**src/hw/ssf_consts.svh**
```systemverilog
// Offsets, field positions, reset values and timing counts of the serial status block
`ifndef SSF_CONSTS_SVH
`define SSF_CONSTS_SVH
`define SSF_ADDR_W 24
`define SSF_ADR_CTRL 24'hFFF602
`define SSF_ADR_TXH 24'hFFF603
`define SSF_ADR_STAT 24'hFFF604
`define SSF_ADR_RXH 24'hFFF605
`define SSF_ADR_CARD 24'hFFF606
`define SSF_ADR_EXT 24'hFFF608
// Flag vector index; status register bit is index plus SSF_STAT_SHIFT
`define SSF_F_TXE 5
`define SSF_F_RXF 4
`define SSF_F_OVR 3
`define SSF_F_FRM 2
`define SSF_F_PRTY 1
`define SSF_F_TXEND 0
`define SSF_STAT_SHIFT 2
`define SSF_F_WRITABLE 6'h3E
// serial_control fields
`define SSF_C_TXIE 7
`define SSF_C_RXIE 6
`define SSF_C_TXON 5
`define SSF_C_RXON 4
`define SSF_C_PAR 0
// card_mode_control field
`define SSF_M_CARD 0
`define SSF_CTRL_RST 8'h00
`define SSF_CARD_RST 8'h00
`define SSF_EXT_RST 8'h00
`define SSF_FLG_RST 6'h21
// Bit timing
`define SSF_CLK_HZ 25000000
`define SSF_BAUD_BPS 115200
`define SSF_BIT_CYC (`SSF_CLK_HZ / `SSF_BAUD_BPS)
`define SSF_HALF_CYC (`SSF_BIT_CYC / 2)
`endif

```
**src/hw/ssf_pkg.sv**
```systemverilog
// Types shared by the serial status block modules
`default_nettype none
package ssf_pkg;
    typedef enum logic [2:0] {
        SSF_RX_IDLE = 3'h1,
        SSF_RX_START = 3'h2,
        SSF_RX_BITS = 3'h4
    } ssf_rx_e;
    typedef enum logic [1:0] {
        SSF_TX_IDLE = 2'h1,
        SSF_TX_SHIFT = 2'h2
    } ssf_tx_e;
    typedef struct packed {
        logic [7:0] ctrl;
        logic [7:0] card;
        logic [7:0] ext;
        logic [7:0] txh;
        logic [7:0] rxh;
        logic [7:0] rdata;
        logic [5:0] flg;
        logic [5:0] armed;
        logic tx_start;
        logic [7:0] tx_data;
        ssf_rx_e rx_st;
        logic [7:0] rx_cnt;
        logic [3:0] rx_idx;
        logic [9:0] rx_sh;
        logic irq_txe;
        logic irq_rxf;
        logic irq_err;
    } ssf_top_s;
    typedef struct packed {
        ssf_tx_e st;
        logic [7:0] cnt;
        logic [3:0] idx;
        logic [10:0] sh;
        logic txd;
        logic last;
    } ssf_tx_s;
endpackage
`default_nettype wire

```
**src/hw/ssf_tx_if.sv**
```systemverilog
// Handshake between the status logic and the transmit shifter
`timescale 1ns/1ns
`default_nettype none
interface ssf_tx_if;
    logic start;
    logic en;
    logic par_en;
    logic [7:0] data;
    logic busy;
    logic last;
    logic txd;
    modport ctl(output start, en, par_en, data, input busy, last, txd);
    modport eng(input start, en, par_en, data, output busy, last, txd);
endinterface
`default_nettype wire

```
**src/hw/ssf_tx.sv**
```systemverilog
// Transmit shift register: start, 8 data, optional even parity, stop
`timescale 1ns/1ns
`default_nettype none
`include "ssf_consts.svh"
module ssf_tx (
    input wire logic i_clk, // System clock
    input wire logic i_rst, // Async reset, high
    ssf_tx_if.eng tx // Link to status logic
);
    ssf_pkg::ssf_tx_s q;
    ssf_pkg::ssf_tx_s n;
    logic [3:0] last_idx;

    assign tx.busy = (q.st == ssf_pkg::SSF_TX_SHIFT);
    assign tx.last = q.last;
    assign tx.txd = q.txd;

    always_comb begin
        n = q;
        n.last = 1'b0;
        last_idx = tx.par_en ? 4'hA : 4'h9;
        unique case (q.st)
            ssf_pkg::SSF_TX_IDLE: begin
                if (tx.start && tx.en) begin
                    n.st = ssf_pkg::SSF_TX_SHIFT;
                    n.sh = {1'b1, tx.par_en ? ^tx.data : 1'b1, tx.data, 1'b0};
                    n.txd = 1'b0;
                    n.cnt = 8'(`SSF_BIT_CYC - 1);
                    n.idx = 4'h0;
                end
            end
            ssf_pkg::SSF_TX_SHIFT: begin
                // Dropping the enable aborts the character at once
                if (!tx.en) begin
                    n.st = ssf_pkg::SSF_TX_IDLE;
                    n.txd = 1'b1;
                end else if (q.cnt != 8'h00) begin
                    n.cnt = q.cnt - 8'h01;
                end else if (q.idx == last_idx) begin
                    n.st = ssf_pkg::SSF_TX_IDLE;
                    n.txd = 1'b1;
                    n.last = 1'b1;
                end else begin
                    n.sh = {1'b1, q.sh[10:1]};
                    n.txd = q.sh[1];
                    n.cnt = 8'(`SSF_BIT_CYC - 1);
                    n.idx = q.idx + 4'h1;
                end
            end
        endcase
    end

    always_ff @(posedge i_clk or posedge i_rst) begin
        if (i_rst) begin
            q <= '{st: ssf_pkg::SSF_TX_IDLE, cnt: 8'h00, idx: 4'h0, sh: 11'h7FF, txd: 1'b1, last: 1'b0};
        end else begin
            q <= n;
        end
    end
endmodule
`default_nettype wire

```
**src/hw/ssf_top.sv**
```systemverilog
// Status flags, control registers and receiver of one serial channel
`timescale 1ns/1ns
`default_nettype none
`include "ssf_consts.svh"
module ssf_top (
    input wire logic i_clk, // System clock, 25 MHz
    input wire logic i_rst, // Async reset, high
    input wire logic [23:0] i_addr, // Register address
    input wire logic [7:0] i_wdata, // Register write data
    input wire logic i_wr, // Write strobe
    input wire logic i_rd, // Read strobe
    output logic [7:0] o_rdata, // Read data, cycle after strobe
    input wire logic i_dma_tx_wr, // DMA writes transmit holding
    input wire logic [7:0] i_dma_tx_data, // DMA transmit byte
    input wire logic i_dma_rx_rd, // DMA reads receive holding
    output logic [7:0] o_rx_holding, // Receive holding contents
    input wire logic i_rxd, // Serial input, idle high
    output logic o_txd, // Serial output, idle high
    output logic o_tx_empty_irq, // Holding-empty request
    output logic o_rx_full_irq, // Receive-full request
    output logic o_rx_error_irq, // Receive-error request
    output logic o_card_mode // Smart card mode active
);
    function automatic logic hit(input logic [23:0] a, input logic [23:0] r);
        return a == r;
    endfunction

    function automatic ssf_pkg::ssf_top_s rst_val();
        ssf_pkg::ssf_top_s s;
        s = '0;
        s.ctrl = `SSF_CTRL_RST;
        s.card = `SSF_CARD_RST;
        s.ext = `SSF_EXT_RST;
        s.flg = `SSF_FLG_RST;
        s.rx_st = ssf_pkg::SSF_RX_IDLE;
        return s;
    endfunction

    localparam ssf_pkg::ssf_top_s RST = rst_val();

    ssf_pkg::ssf_top_s q;
    ssf_pkg::ssf_top_s n;
    ssf_tx_if tx();

    logic tx_on;
    logic rx_on;
    logic par;
    logic [3:0] rx_last;
    logic [9:0] frame;
    logic [7:0] rdat;
    logic ferr;
    logic perr;

    ssf_tx u_tx (
        .i_clk(i_clk),
        .i_rst(i_rst),
        .tx(tx.eng)
    );

    assign tx.start = q.tx_start;
    assign tx.data = q.tx_data;
    assign tx.en = q.ctrl[`SSF_C_TXON];
    // Smart card framing always carries parity
    assign tx.par_en = q.ctrl[`SSF_C_PAR] | q.card[`SSF_M_CARD];

    assign o_rdata = q.rdata;
    assign o_rx_holding = q.rxh;
    assign o_txd = tx.txd;
    assign o_tx_empty_irq = q.irq_txe;
    assign o_rx_full_irq = q.irq_rxf;
    assign o_rx_error_irq = q.irq_err;
    assign o_card_mode = q.card[`SSF_M_CARD];

    always_comb begin
        n = q;
        n.tx_start = 1'b0;
        n.rdata = 8'h00;
        tx_on = q.ctrl[`SSF_C_TXON];
        rx_on = q.ctrl[`SSF_C_RXON];
        par = q.ctrl[`SSF_C_PAR] | q.card[`SSF_M_CARD];
        rx_last = par ? 4'h9 : 4'h8;
        frame = {i_rxd, q.rx_sh[9:1]};
        rdat = par ? frame[7:0] : frame[8:1];
        ferr = !frame[9];
        perr = par && (^frame[8:0]);

        // Register writes; clears come first so any set below wins
        if (i_wr) begin
            if (hit(i_addr, `SSF_ADR_CTRL)) begin
                n.ctrl = i_wdata;
            end
            if (hit(i_addr, `SSF_ADR_TXH)) begin
                n.txh = i_wdata;
            end
            if (hit(i_addr, `SSF_ADR_CARD)) begin
                n.card = i_wdata;
            end
            if (hit(i_addr, `SSF_ADR_EXT)) begin
                n.ext = i_wdata;
            end
            if (hit(i_addr, `SSF_ADR_STAT)) begin
                // A zero only clears a flag that was seen as one
                for (int i = 1; i < 6; i++) begin
                    if (!i_wdata[i + `SSF_STAT_SHIFT] && q.armed[i]) begin
                        n.flg[i] = 1'b0;
                        n.armed[i] = 1'b0;
                    end
                end
            end
        end

        if (i_rd) begin
            if (hit(i_addr, `SSF_ADR_CTRL)) begin
                n.rdata = q.ctrl;
            end
            if (hit(i_addr, `SSF_ADR_TXH)) begin
                n.rdata = q.txh;
            end
            if (hit(i_addr, `SSF_ADR_STAT)) begin
                n.rdata = {q.flg, 2'b00};
                n.armed = q.flg & `SSF_F_WRITABLE;
            end
            if (hit(i_addr, `SSF_ADR_RXH)) begin
                n.rdata = q.rxh;
            end
            if (hit(i_addr, `SSF_ADR_CARD)) begin
                n.rdata = q.card;
            end
            if (hit(i_addr, `SSF_ADR_EXT)) begin
                n.rdata = q.ext;
            end
        end

        // DMA service counts as flag clearing only when the request stands
        if (i_dma_tx_wr) begin
            n.txh = i_dma_tx_data;
            if (q.irq_txe) begin
                n.flg[`SSF_F_TXE] = 1'b0;
                n.flg[`SSF_F_TXEND] = 1'b0;
            end
        end
        if (i_dma_rx_rd && q.irq_rxf) begin
            n.flg[`SSF_F_RXF] = 1'b0;
        end

        // Holding byte moves to the shifter once the shifter is free
        if (tx_on && !q.flg[`SSF_F_TXE] && !tx.busy && !q.tx_start) begin
            n.tx_start = 1'b1;
            n.tx_data = q.txh;
            n.flg[`SSF_F_TXE] = 1'b1;
        end
        if (tx.last && q.flg[`SSF_F_TXE]) begin
            n.flg[`SSF_F_TXEND] = 1'b1;
        end
        if (!tx_on) begin
            n.flg[`SSF_F_TXE] = 1'b1;
            n.flg[`SSF_F_TXEND] = 1'b1;
        end

        // Receiver; an abort never touches the receive-full flag
        unique case (q.rx_st)
            ssf_pkg::SSF_RX_IDLE: begin
                if (rx_on && !i_rxd) begin
                    n.rx_st = ssf_pkg::SSF_RX_START;
                    n.rx_cnt = 8'(`SSF_HALF_CYC);
                end
            end
            ssf_pkg::SSF_RX_START: begin
                if (!rx_on) begin
                    n.rx_st = ssf_pkg::SSF_RX_IDLE;
                end else if (q.rx_cnt != 8'h00) begin
                    n.rx_cnt = q.rx_cnt - 8'h01;
                end else if (i_rxd) begin
                    // Start bit gone at mid-bit: treat as a glitch
                    n.rx_st = ssf_pkg::SSF_RX_IDLE;
                end else begin
                    n.rx_st = ssf_pkg::SSF_RX_BITS;
                    n.rx_cnt = 8'(`SSF_BIT_CYC - 1);
                    n.rx_idx = 4'h0;
                end
            end
            ssf_pkg::SSF_RX_BITS: begin
                if (!rx_on) begin
                    n.rx_st = ssf_pkg::SSF_RX_IDLE;
                end else if (q.rx_cnt != 8'h00) begin
                    n.rx_cnt = q.rx_cnt - 8'h01;
                end else begin
                    n.rx_sh = frame;
                    n.rx_cnt = 8'(`SSF_BIT_CYC - 1);
                    n.rx_idx = q.rx_idx + 4'h1;
                    if (q.rx_idx == rx_last) begin
                        n.rx_st = ssf_pkg::SSF_RX_IDLE;
                        if (ferr) begin
                            n.flg[`SSF_F_FRM] = 1'b1;
                        end
                        if (perr) begin
                            n.flg[`SSF_F_PRTY] = 1'b1;
                        end
                        if (q.flg[`SSF_F_RXF]) begin
                            n.flg[`SSF_F_OVR] = 1'b1;
                        end else if (!ferr && !perr) begin
                            n.rxh = rdat;
                            n.flg[`SSF_F_RXF] = 1'b1;
                        end
                    end
                end
            end
        endcase

        n.irq_txe = n.ctrl[`SSF_C_TXIE] & n.flg[`SSF_F_TXE];
        n.irq_rxf = n.ctrl[`SSF_C_RXIE] & n.flg[`SSF_F_RXF];
        n.irq_err = n.ctrl[`SSF_C_RXIE] & (|n.flg[`SSF_F_OVR:`SSF_F_PRTY]);
    end

    always_ff @(posedge i_clk or posedge i_rst) begin
        if (i_rst) begin
            q <= RST;
        end else begin
            q <= n;
        end
    end
endmodule
`default_nettype wire

```
**config.mk**
```make
export PLATFORM = sky130hd
export DESIGN_NAME = ssf_top
export DESIGN_NICKNAME = d
export VERILOG_FILES = /design/src/hw/ssf_pkg.sv /design/src/hw/ssf_tx_if.sv /design/src/hw/ssf_tx.sv /design/src/hw/ssf_top.sv
export VERILOG_INCLUDE_DIRS = /design/src /design/src/hw
export SDC_FILE = /design/constraint.sdc
export NUM_CORES = 1
export LEC_CHECK = 0
export BUFFER_PORTS_ARGS = -buffer_cell sky130_fd_sc_hd__clkbuf_2
export CAP_MARGIN = 10
export CORE_ASPECT_RATIO = 1.4
export CORE_MARGIN = 2
export CORE_UTILIZATION = 40
export CTS_BUF_LIST = sky130_fd_sc_hd__clkbuf_8 sky130_fd_sc_hd__clkbuf_16
export CTS_CLUSTER_DIAMETER = 40
export DETAILED_ROUTE_END_ITERATION = 6
export GPL_TIMING_DRIVEN = 0
export SKIP_LAST_GASP = 1
export SLEW_MARGIN = 10
export SYNTH_ARGS = -nofsm -noshare
export SYNTH_HDL_FRONTEND = slang
export SYNTH_HIERARCHICAL = 1
export SYNTH_SLANG_ARGS = --single-unit
export TNS_END_PERCENT = 10
```
**constraint.sdc**
```tcl
create_clock -name i_clk -period 3.55 [get_ports i_clk]
set_clock_uncertainty 0.15 [all_clocks]
set_input_delay 0.1775 -clock i_clk [delete_from_list [all_inputs] [get_ports i_clk]]
set_output_delay 0.1775 -clock i_clk [all_outputs]
set_load 0.02 [all_outputs]
```
After elaboration in Yosys (flattened, before gate mapping) --
Index checks and enable logic that the tools add are counted.
Storage, ports and cells: register bits 123, bits of input ports 47, output and inout port bits 21, word-level logic and storage cells 195
Operators by class: add/sub/neg operators 4, equal/unequal tests 32, mux-type cells 82, bitwise logic cells 6, reductions and logical operators 46
Operator list (number):
- 24-bit == test (second input constant) | 6
- 8-bit two-way mux | 16
- 26-bit case mux with 2 select lines | 1
- 23-bit two-way mux | 2
- 11-bit case mux with 3 select lines | 1
- 32-bit two-way mux | 1
- 1-bit two-way mux | 31
- 26-bit two-way mux | 1
- 12-bit two-way mux | 2
- 22-bit two-way mux | 1
- 4-bit two-way mux | 5
- 5-bit two-way mux | 4
- 3-bit two-way mux | 6
- 2-bit inequality test (second input constant) | 9
- 17-bit two-way mux | 1
- 8-bit nonzero test | 2
- 8-bit by 1-bit subtractor with 8-bit output (second input constant) | 2
- 3-bit inequality test (second input constant) | 5
- 1-bit logical AND | 14
- 14-bit two-way mux | 1
- 6-bit two-way mux | 2
- 3-bit by 2-bit inequality test with 1-bit output (second input constant) | 4
- 2-bit AND reduction | 6
- 4-bit AND reduction | 3
- other kinds (22) | 44

Logic depth before layout (Yosys ltp) --
Gate-level depths: netlist of the first run.
word-level depth 14, depth in mapped cells 9

Cells and area by module --
The synthesis of the first run kept the hierarchy.
Modules (own cells, without submodules):
- ssf_top | instances 1, cells an instance 479, area each 5077.4 um2
- ssf_tx | instances 1, cells an instance 144, area each 1411.4 um2

Worst setup path after synthesis of the first run --
OpenSTA, ideal clock, no wires.
path type register -> register, start point register q, in the netlist o_card_mode, end point register u_tx/q[12] (netlist bit), data arrival time 2319 ps, required time 3318 ps, path slack 999 ps, cell stages (with the launch flop) 8, path through dfrtp_1 > nor2_1 > inv_1 > or3b_1 > a211oi_4 > o31ai_2 > buf_6 > or2_1
Between the ends: longest elaborated chain between the ends 5
Ends and longest elaborated chain:
- from (decl) | RTL line ssf_top.sv:41 | ssf_pkg::ssf_top_s q;
- from (signal assigned) | RTL line ssf_top.sv:219 | q <= n;
- 1-bit bitwise OR
- via par | RTL line ssf_top.sv:47 | logic par;
- 2-bit two-way mux | RTL line ssf_tx.sv:21 | last_idx = tx.par_en ? 4'hA : 4'h9;
- 4-bit == test | RTL line ssf_tx.sv:39 | end else if (q.idx == last_idx) begin
- 2-bit inequality test (no source line)
- 4-bit AND reduction (no source line)
- to (signal assigned) | RTL line ssf_tx.sv:55 | q <= '{st: ssf_pkg::SSF_TX_IDLE, cnt: 8'h00, idx: 4'h0, sh: 11'h7FF, txd: 1'b1, last: 1'b0};
- to (signal assigned) | RTL line ssf_tx.sv:57 | q <= n;
- to (decl) | RTL line ssf_tx.sv:10 | ssf_pkg::ssf_tx_s q;
The timed path passes the listed nets, and every way through them passes these cells. A chain may end at the register's enable or synchronous reset.

Worst setup path after layout of the first run --
start point register q[17] (netlist bit), end point register q, in the netlist o_rx_holding[5]
Between the ends: longest elaborated chain between the ends 3
Ends and longest elaborated chain:
- 8-bit nonzero test | RTL line ssf_top.sv:185 | end else if (q.rx_cnt != 8'h00) begin
- 1-bit NOT (no source line)
- 6-bit AND reduction (no source line)
No other way between the ends.

==> results_dict.tcl, run 1 <==
set metrics [dict create \
    relSlewSlack_pct 32.5 \
    cts.path.max_buffers 2 \
    grt_pass1_vias 5410 \
    area_growth_pct 23.4 \
    finalNetCount 781 \
    vdd_ir_drop_max_mv 0.442 \
    syn-num-nets 674 \
    grt_pass1_wl_um 27500 \
    cts_inserted_buffers 17 \
    synth_most_common_cell "dfrtp_1" \
    clkTransAtPathRegs_ns 0.06 \
    period_minus_slack_ns 3.11 \
    avgSynthCellArea_um2 10.4 \
    core_um2 16000 \
    antenna_found_initial 0 \
    postCtsSetupRepairBufs 0 \
    async_flop_share_pct 100 \
    drc 0 \
    synth-seq-cells 121 \
    r2r_start "q[17]" \
    cp-start-kind "flop" \
    overflow 0 \
    regToRegSetupSlack_ns 0.44 \
    dp_hpwl_um 12600 \
    setup_ws_ns 0.440 \
    worst_pin_slew_ns 1.01 \
    fin_util_pct 49.9 \
    clock-sinks 121 \
    drive_gt1_share_pct 29.3 \
    routed_wl_um 17100 \
    outcome "complete, no violations" \
    syn_area_um2 6490 \
    min_to "q[93]" \
    holdCritStartpoint "i_wdata[4]" \
    start_util_pct 40.5 \
    cp_max_fo 10 \
    cp.arrival_ns 3.26 \
    fin_area_um2 8010 \
    place.gp.congestion 0.910 \
    finalHoldViolCount 0 \
    clock_latency_ns 0.42 \
    worstPathRequired_ns 3.70 \
    die_w_um 112 \
    port_buffers 63 \
    end_kind "flop" \
    placedCellCount 886 \
    vias 5253 \
    synth_top_area_cell "dfrtp_1" \
    htreeDepth 4 \
    fmax_mhz 322 \
    synth_edf_count 0 \
    slew_violations 0 \
    root_buffer "clkbuf_16" \
    io_pins 68 \
    dr.pass1.iters 5 \
    vias_per_cell 5.58 \
    grt_start_max_net_pins 60 \
    num_rows 55 \
    synthTopCellsByArea "dfrtp_1 41%, mux2_2 9.9%, dfstp_2 6.1%, o21ai_0 3.1%, buf_4 2.2%" \
    p_leak_nw 3.62 \
    yosys-top-cells-count "106 x dfrtp_1, 57 x mux2_2, 40 x o21ai_0" \
    postSynthCellCount 623 \
    die-area_um2 17300 \
    p_per_area_nw_per_um2 442 \
    ys_warn_count 6 \
    max_cap_violations 0 \
    whs_path_depth 2 \
    wl_per_cell_um 18.2 \
    hp-class "input pin to flop" \
    pre_cts_ws_ns 0.468 \
    cts_tree "done" \
    dpl_cell_area_um2 7080 \
    drt_iter0_drc 270 \
    antenna_cells 0 \
    fp.dieH_um 155 \
    track_usage_pct 20.3 \
    r2r_end "o_rx_holding[5]" \
    rsz0062_at_grt "false" \
    ff2ff_path_depth 6 \
    ys_seq_area_share_pct 47.0 \
    final_cells 942 \
    setup-violations-final 0 \
    ys_types 76 \
    worst-setup-path-type "flop to flop" \
    yosys_most_used_dff "dfrtp_1" \
    synth.top_cell.area_share_pct 40.9 \
    final_antenna_net_count 0 \
    finalCritPeriodShare_pct 87.6 \
]
## layer usage
| metal | part of all wire (%) | up-vias | global-route usage, % |
|---|---|---|---|
| met2 | 53 | 147 | 36.7 |
| met5 | 0 | - | 0 |
| li1 | - | 2483 | - |
| met3 | 4.1 | 35 | 4.51 |
| met4 | 3.0 | 0 | 9.41 |
| met1 | 39 | 2588 | 22.5 |
## how the worst max path moves through the flow
stage,from,end
floorplan,i_rst,frame[0]
global placement,i_rst,q[24]
detailed placement,q[17],o_rx_holding[2]
CTS,q[17],o_rx_holding[5]
global route,o_card_mode,u_tx/q[23]
finish,q[17],o_rx_holding[5]
## layout make-up
class,count,area [um2]
clock buffer,20,467
multi-input combinational,435,3110
clock inverter,12,219
sequential,121,3050
tap,199,249
inverter,24,92.6
buffer,43,244
timing repair buffer,88,583
fill,1428,8030
## sequential cells by signal, summed over array words and instances (netlist names)
name	flops
u_tx/q	24
q	57
u_tx/tx.last	1
frame	9
o_tx_empty_irq	1
tx.start	1
o_card_mode	1
o_rx_holding	8
tx.data	8
o_rx_full_irq	1
o_rdata	8
u_tx/tx.txd	1
o_rx_error_irq	1
## cell families after synthesis
| family | after synthesis | share of synthesized area [%] |
|---|---|---|
| flops | 121 | 47.0 |
| fa+ha+maj | 4 | 0.771 |
| simple gates | 202 | 17.5 |
| mux | 67 | 11.4 |
| buf+inv | 67 | 5.15 |
| xor+xnor | 17 | 2.51 |
| compound gates | 145 | 15.6 |
## cell usage in the layout, fill, tap and decap left out, types with 10 or more instances in the layout
cell / Yosys / layout
clkbuf_2: 0 / 63
buf_4: 19 / 19
xnor2_1: 15 / 15
clkbuf_1: 20 / 20
mux2i_1: 10 / 10
a31oi_1: 11 / 11
inv_1: 23 / 22
nand3_1: 27 / 27
a21oi_1: 25 / 25
nor2_1: 38 / 38
clkbuf_16: 0 / 17
a22oi_1: 10 / 10
dfstp_2: 15 / 15
nand4_1: 10 / 10
o21ai_0: 40 / 40
nor2b_1: 15 / 15
mux2_2: 57 / 57
nand2_1: 34 / 34
dlygate4sd3_1: 0 / 24
dfrtp_1: 106 / 106
nor3_1: 21 / 21
## critical path: stages, from the launching register on
cell and delay [ns]:
dfrtp_1 0.39, inv_1 0.08, ha_1 0.22, nor4b_2 0.64
nand2_1 0.40, a2111oi_4 0.70, mux2_2 0.41
## metrics by stage
step / hold WS (ns) / total power [mW] / setup TNS (ns)
finish: 0.0288 / 3.54 / 0
global route: 0.0232 / 3.66 / 0
CTS: 0.0166 / 3.57 / 0
detailed placement: 0.0922 / 1.54 / 0
global placement: 0.243 / 1.53 / -34.14
floorplan: 0.0586 / 1.48 / 0
## what timing repair did
item / in CTS / in global routing
endpoints found under the hold margin: 76 / 0
hold buffers: 24 / 0
resized for setup: 0 / 0
setup endpoints to repair: 0 / 0
## power breakdown
| part | total [mW] | internal [mW] | switching (mW) | leakage (nW) |
|---|---|---|---|---|
| logic | 0.145 | 0.0608 | 0.0843 | 1.72 |
| registers | 1.40 | 1.39 | 0.00879 | 1.57 |
| clock network | 2.00 | 1.37 | 0.629 | 0.332 |
| total | 3.54 | 2.82 | 0.722 | 3.62 |
Power figures use the tool's default switching activity.
==> run 2, diff against run 1 <==
PLACE_DENSITY = 0.63   (was not set)
==> results_dict.tcl, run 2 (same netlist as run 1, synthesis figures left out) <==
set metrics [dict create \
    cts_tree "done" \
    largest_register_ffs 57 \
    dr.pass1.iters 5 \
    postCtsSetupRepairBufs 0 \
    vias 5255 \
    antenna_cells 0 \
    worst_pin_slew_ns 0.982 \
    routed_wl_um 16900 \
    finalCritPeriodShare_pct 88.3 \
    die-area_um2 17300 \
    finalHoldViolCount 0 \
    placedCellCount 886 \
    area_growth_pct 23.1 \
    period_minus_slack_ns 3.13 \
    cp_cell_sequence "inv_1, ha_1, nor4b_2, nand2_1, a2111oi_4, mux2_2" \
    grt_pass1_wl_um 27700 \
    fin_util_pct 49.8 \
    fin_area_um2 7990 \
    worst-setup-path-type "flop to flop" \
    vias_per_cell 5.58 \
    cp.arrival_ns 3.29 \
    fp.dieH_um 155 \
    clock-sinks 121 \
    htreeDepth 4 \
    final_cells 942 \
    cts.path.max_buffers 2 \
    fmax_mhz 319 \
    relSlewSlack_pct 34.5 \
    overflow 0 \
    start_util_pct 40.5 \
    cp_slowest_stage_delay_ns 0.70 \
    drive_gt1_share_pct 29.1 \
    final_cell_mix "106 x dfrtp_1, 63 x clkbuf_2, 57 x mux2_2" \
    clkTransAtPathRegs_ns 0.06 \
    cts_inserted_buffers 17 \
    die_w_um 112 \
    regMostFlops "q" \
    cp-start-kind "flop" \
    outcome "complete, no violations" \
    cp_slowest_cell "a2111oi_4" \
    track_usage_pct 20.3 \
    finalNetCount 781 \
    drc 0 \
    num_rows 55 \
    max_cap_violations 0 \
    drt_iter0_drc 386 \
    setup-violations-final 0 \
    p_leak_nw 3.61 \
    grt_pass1_vias 5472 \
    root_buffer "clkbuf_16" \
    wl_per_cell_um 17.9 \
    cp_max_fo 10 \
    antenna_found_initial 0 \
    core_um2 16000 \
    hp-class "input pin to flop" \
    final_common_cell "dfrtp_1" \
    slew_violations 0 \
    grt_start_max_net_pins 60 \
    p_per_area_nw_per_um2 433 \
    critPathBufInv 1 \
    end_kind "flop" \
    total_power_mw 3.46 \
    dp_hpwl_um 12500 \
    critPathTopFamily "simple AND/OR/NAND/NOR gates" \
    place.gp.congestion 0.920 \
    worstPathRequired_ns 3.71 \
    io_pins 68 \
    rsz0062_at_grt "false" \
    port_buffers 63 \
    clock_latency_ns 0.42 \
    final_antenna_net_count 0 \
    vdd_ir_drop_max_mv 0.333 \
    dpl_cell_area_um2 7080 \
]
-- run 2: cell count changes in the layout (fill, tap and decap cells not counted), sizes merged --
cell	delta
bufinv	-1
inv	+2
clkinv	-2
clkinvlp	+1
-- run 2: repair_timing --
item | in CTS | in global routing
endpoints found under the hold margin | 77 | 0
resized for setup | 0 | 0
setup endpoints to repair | 0 | 0
hold buffers | 24 | 0
-- run 2: stage by stage --
step / setup TNS (ns) / setup slack (ns) / hold slack [ns]
6_report: 0 / 0.417 / 0.0151
5_1_grt: 0 / 0.244 / 0.00454
4_1_cts: 0 / 0.415 / 0.000936
3_5_place_dp: 0 / 0.427 / 0.0945
3_3_place_gp: -31.41 / -0.349 / 0.260
2_1_floorplan: 0 / 0.750 / 0.0586
-- run 2: per-layer routing --
layer / global-route usage, % / vias to the layer above / wire length [um]
met2: 37.3 / 105 / 9080
met1: 21.9 / 2620 / 6580
li1: - / 2491 / -
met4: 9.58 / 0 / 620
met3: 4.70 / 39 / 604
met5: 0 / - / 0
-- run 2: layout make-up --
type / instances / area (um2)
plain buffers: 43 / 244
clock buffers: 20 / 467
clock inverters: 12 / 198
fillers: 1489 / 8050
inverters: 24 / 92.6
multi-input cells: 435 / 3110
flip-flops and latches: 121 / 3050
well taps: 199 / 249
repair buffers: 88 / 583
-- run 2: path summary, 6_finish.rpt --
| kind | startpoint | end | slack, ns | depth (start not counted) |
|---|---|---|---|---|
| max | q[17] | o_rx_holding[6] | 0.42 | 6 |
| max reg2reg | q[17] | o_rx_holding[6] | 0.42 | 6 |
| min | i_wdata[4] | q[93] | 0.02 | 2 |
| min in group asynchronous | i_rst | o_tx_empty_irq | 0.19 | 3 |
| min reg2reg | q[41] | q[41] | 0.34 | 1 |
| max in group asynchronous | i_rst | u_tx/q[13] | 2.24 | 3 |
-- run 2: worst register-to-register path, cell delays in order (launching register included) --
cell and delay (ns):
dfrtp_1 0.40, inv_1 0.08, ha_1 0.20, nor4b_2 0.67, nand2_1 0.41, a2111oi_4 0.70
mux2_2 0.42
-- run 2: power by group --
group          switching (mW)  internal [mW]
logic                  0.0819         0.0608
clock network           0.621           1.30
registers             0.00910           1.39
total                   0.712           2.75
==> run 3, diff against run 2 <==
CTS_BUF_LIST = not set   (was sky130_fd_sc_hd__clkbuf_8 sky130_fd_sc_hd__clkbuf_16)
HOLD_SLACK_MARGIN = 0.08   (was not set)
==> results_dict.tcl, run 3 (same netlist as run 1, synthesis figures left out) <==
set metrics [dict create \
    setup_ws_ns 0.397 \
    final_cells 945 \
    rsz0062_at_grt "false" \
    postCtsSetupRepairBufs 0 \
    antenna_cells 0 \
    io_pins 68 \
    p_leak_nw 3.62 \
    antenna_found_initial 0 \
    largest_register_ffs 57 \
    cts_tree "done" \
    crit_cells 6 \
    start_util_pct 40.5 \
    cts_inserted_buffers 17 \
    hp-class "input pin to flop" \
    max_cap_violations 0 \
    area_growth_pct 23.6 \
    num_rows 55 \
    slew_violations 0 \
    regToRegSetupSlack_ns 0.40 \
    overflow 0 \
    track_usage_pct 20.3 \
    pre_cts_ws_ns 0.427 \
    relSlewSlack_pct 34.2 \
    grt_start_max_net_pins 60 \
    final_antenna_net_count 0 \
    cp_max_fo 10 \
    die_w_um 112 \
    routed_wl_um 17000 \
    fmax_mhz 317 \
    p_per_area_nw_per_um2 433 \
    cts.path.max_buffers 2 \
    final_common_cell "dfrtp_1" \
    root_buffer "clkbuf_16" \
    htreeDepth 4 \
    drt_iter0_drc 338 \
    clock-sinks 121 \
    dr.pass1.iters 4 \
    cp.arrival_ns 3.31 \
    core_um2 16000 \
    critPathBufInv 1 \
    worst_pin_slew_ns 0.986 \
    clkPwrFrac_pct 55.5 \
    p_sw_mw 0.714 \
    regMostFlops "q" \
    switching_share_pct 20.6 \
    p_seq_share_pct 40.3 \
    whs_path_depth 3 \
    finalCritPeriodShare_pct 88.8 \
    fin_area_um2 8020 \
    fp.dieH_um 155 \
    final_cell_mix "106 x dfrtp_1, 63 x clkbuf_2, 57 x mux2_2" \
    outcome "complete, no violations" \
    setup-violations-final 0 \
    cp_slowest_cell "a2111oi_4" \
    drive_gt1_share_pct 29.0 \
    p_comb_share_pct 4.2 \
    critPathTopFamily "simple AND/OR/NAND/NOR gates" \
    worstPathRequired_ns 3.70 \
    finalHoldViolCount 0 \
    placedCellCount 886 \
    end_kind "flop" \
    vias 5289 \
    ff2ff_path_depth 6 \
    clkTransAtPathRegs_ns 0.06 \
    fin_util_pct 50.0 \
    vias_per_cell 5.60 \
    worst-setup-path-type "flop to flop" \
    cp_slowest_stage_delay_ns 0.70 \
    drc 0 \
    vdd_ir_drop_max_mv 0.330 \
    grt_pass1_wl_um 27700 \
    timing.hold.ws_ns 0.117 \
    cp-start-kind "flop" \
    clock_latency_ns 0.42 \
    place.gp.congestion 0.920 \
    period_minus_slack_ns 3.15 \
    die-area_um2 17300 \
    dpl_cell_area_um2 7080 \
    wl_per_cell_um 17.9 \
    cp_cell_sequence "inv_1, ha_1, nor4b_2, nand2_1, a2111oi_4, mux2_2" \
    p_int_mw 2.76 \
    port_buffers 63 \
    grt_pass1_vias 5487 \
    dp_hpwl_um 12500 \
    finalNetCount 784 \
]
[run 3: worst register-to-register path: cells and delay by family, from the launching register on]
family	cells	cell delay (ns)
AOI/OAI and AO/OA	1	0.71
adders and majority gates	1	0.20
buffers and inverters	1	0.08
DFF	1	0.40
muxes	1	0.42
and+or+nand+nor	2	1.09
[run 3: power by group through the flow]
stage / sequential [mW] / clock [mW] / combinational (mW)
after global routing: 1.40 / 2.01 / 0.163
after detailed placement: 1.42 / 0 / 0.119
after global placement: 1.42 / 0 / 0.112
after floorplan: 1.42 / 0 / 0.0595
final: 1.40 / 1.92 / 0.146
after CTS: 1.40 / 1.95 / 0.148
[run 3: final timing paths]
path | to | from
max | o_rx_holding[1] | q[17]
min | q[25] | i_rxd
max reg2reg | o_rx_holding[1] | q[17]
min reg2reg | q[41] | q[41]
max in group asynchronous | u_tx/q[13] | i_rst
min in group asynchronous | o_tx_empty_irq | i_rst
[run 3: cell type report]
class | instances | area (um2)
inverters | 24 | 92.6
repair buffers | 91 | 613
plain buffers | 43 | 244
well taps | 199 | 249
clock inverters | 10 | 190
multi-input cells | 435 | 3110
flip-flops and latches | 121 | 3050
clock buffers | 22 | 474
fillers | 1485 | 8020
[run 3: repair_timing]
action	in CTS	in global routing
endpoints found under the hold margin	96	0
endpoints found under the setup margin	0	0
resized for setup	0	0
hold buffers	27	0
[run 3: routing by layer]
metal | GRT usage [%] | routed length, um
met5 | 0 | 0
met4 | 9.58 | 593
met3 | 4.70 | 556
met2 | 37.4 | 9020
met1 | 21.9 | 6790
[run 3: metrics by stage]
| stage | TNS, ns | total power, mW |
|---|---|---|
| floorplan | 0 | 1.48 |
| global placement | -31.41 | 1.53 |
| detailed placement | 0 | 1.54 |
| CTS | 0 | 3.50 |
| global route | 0 | 3.58 |
| finish | 0 | 3.47 |
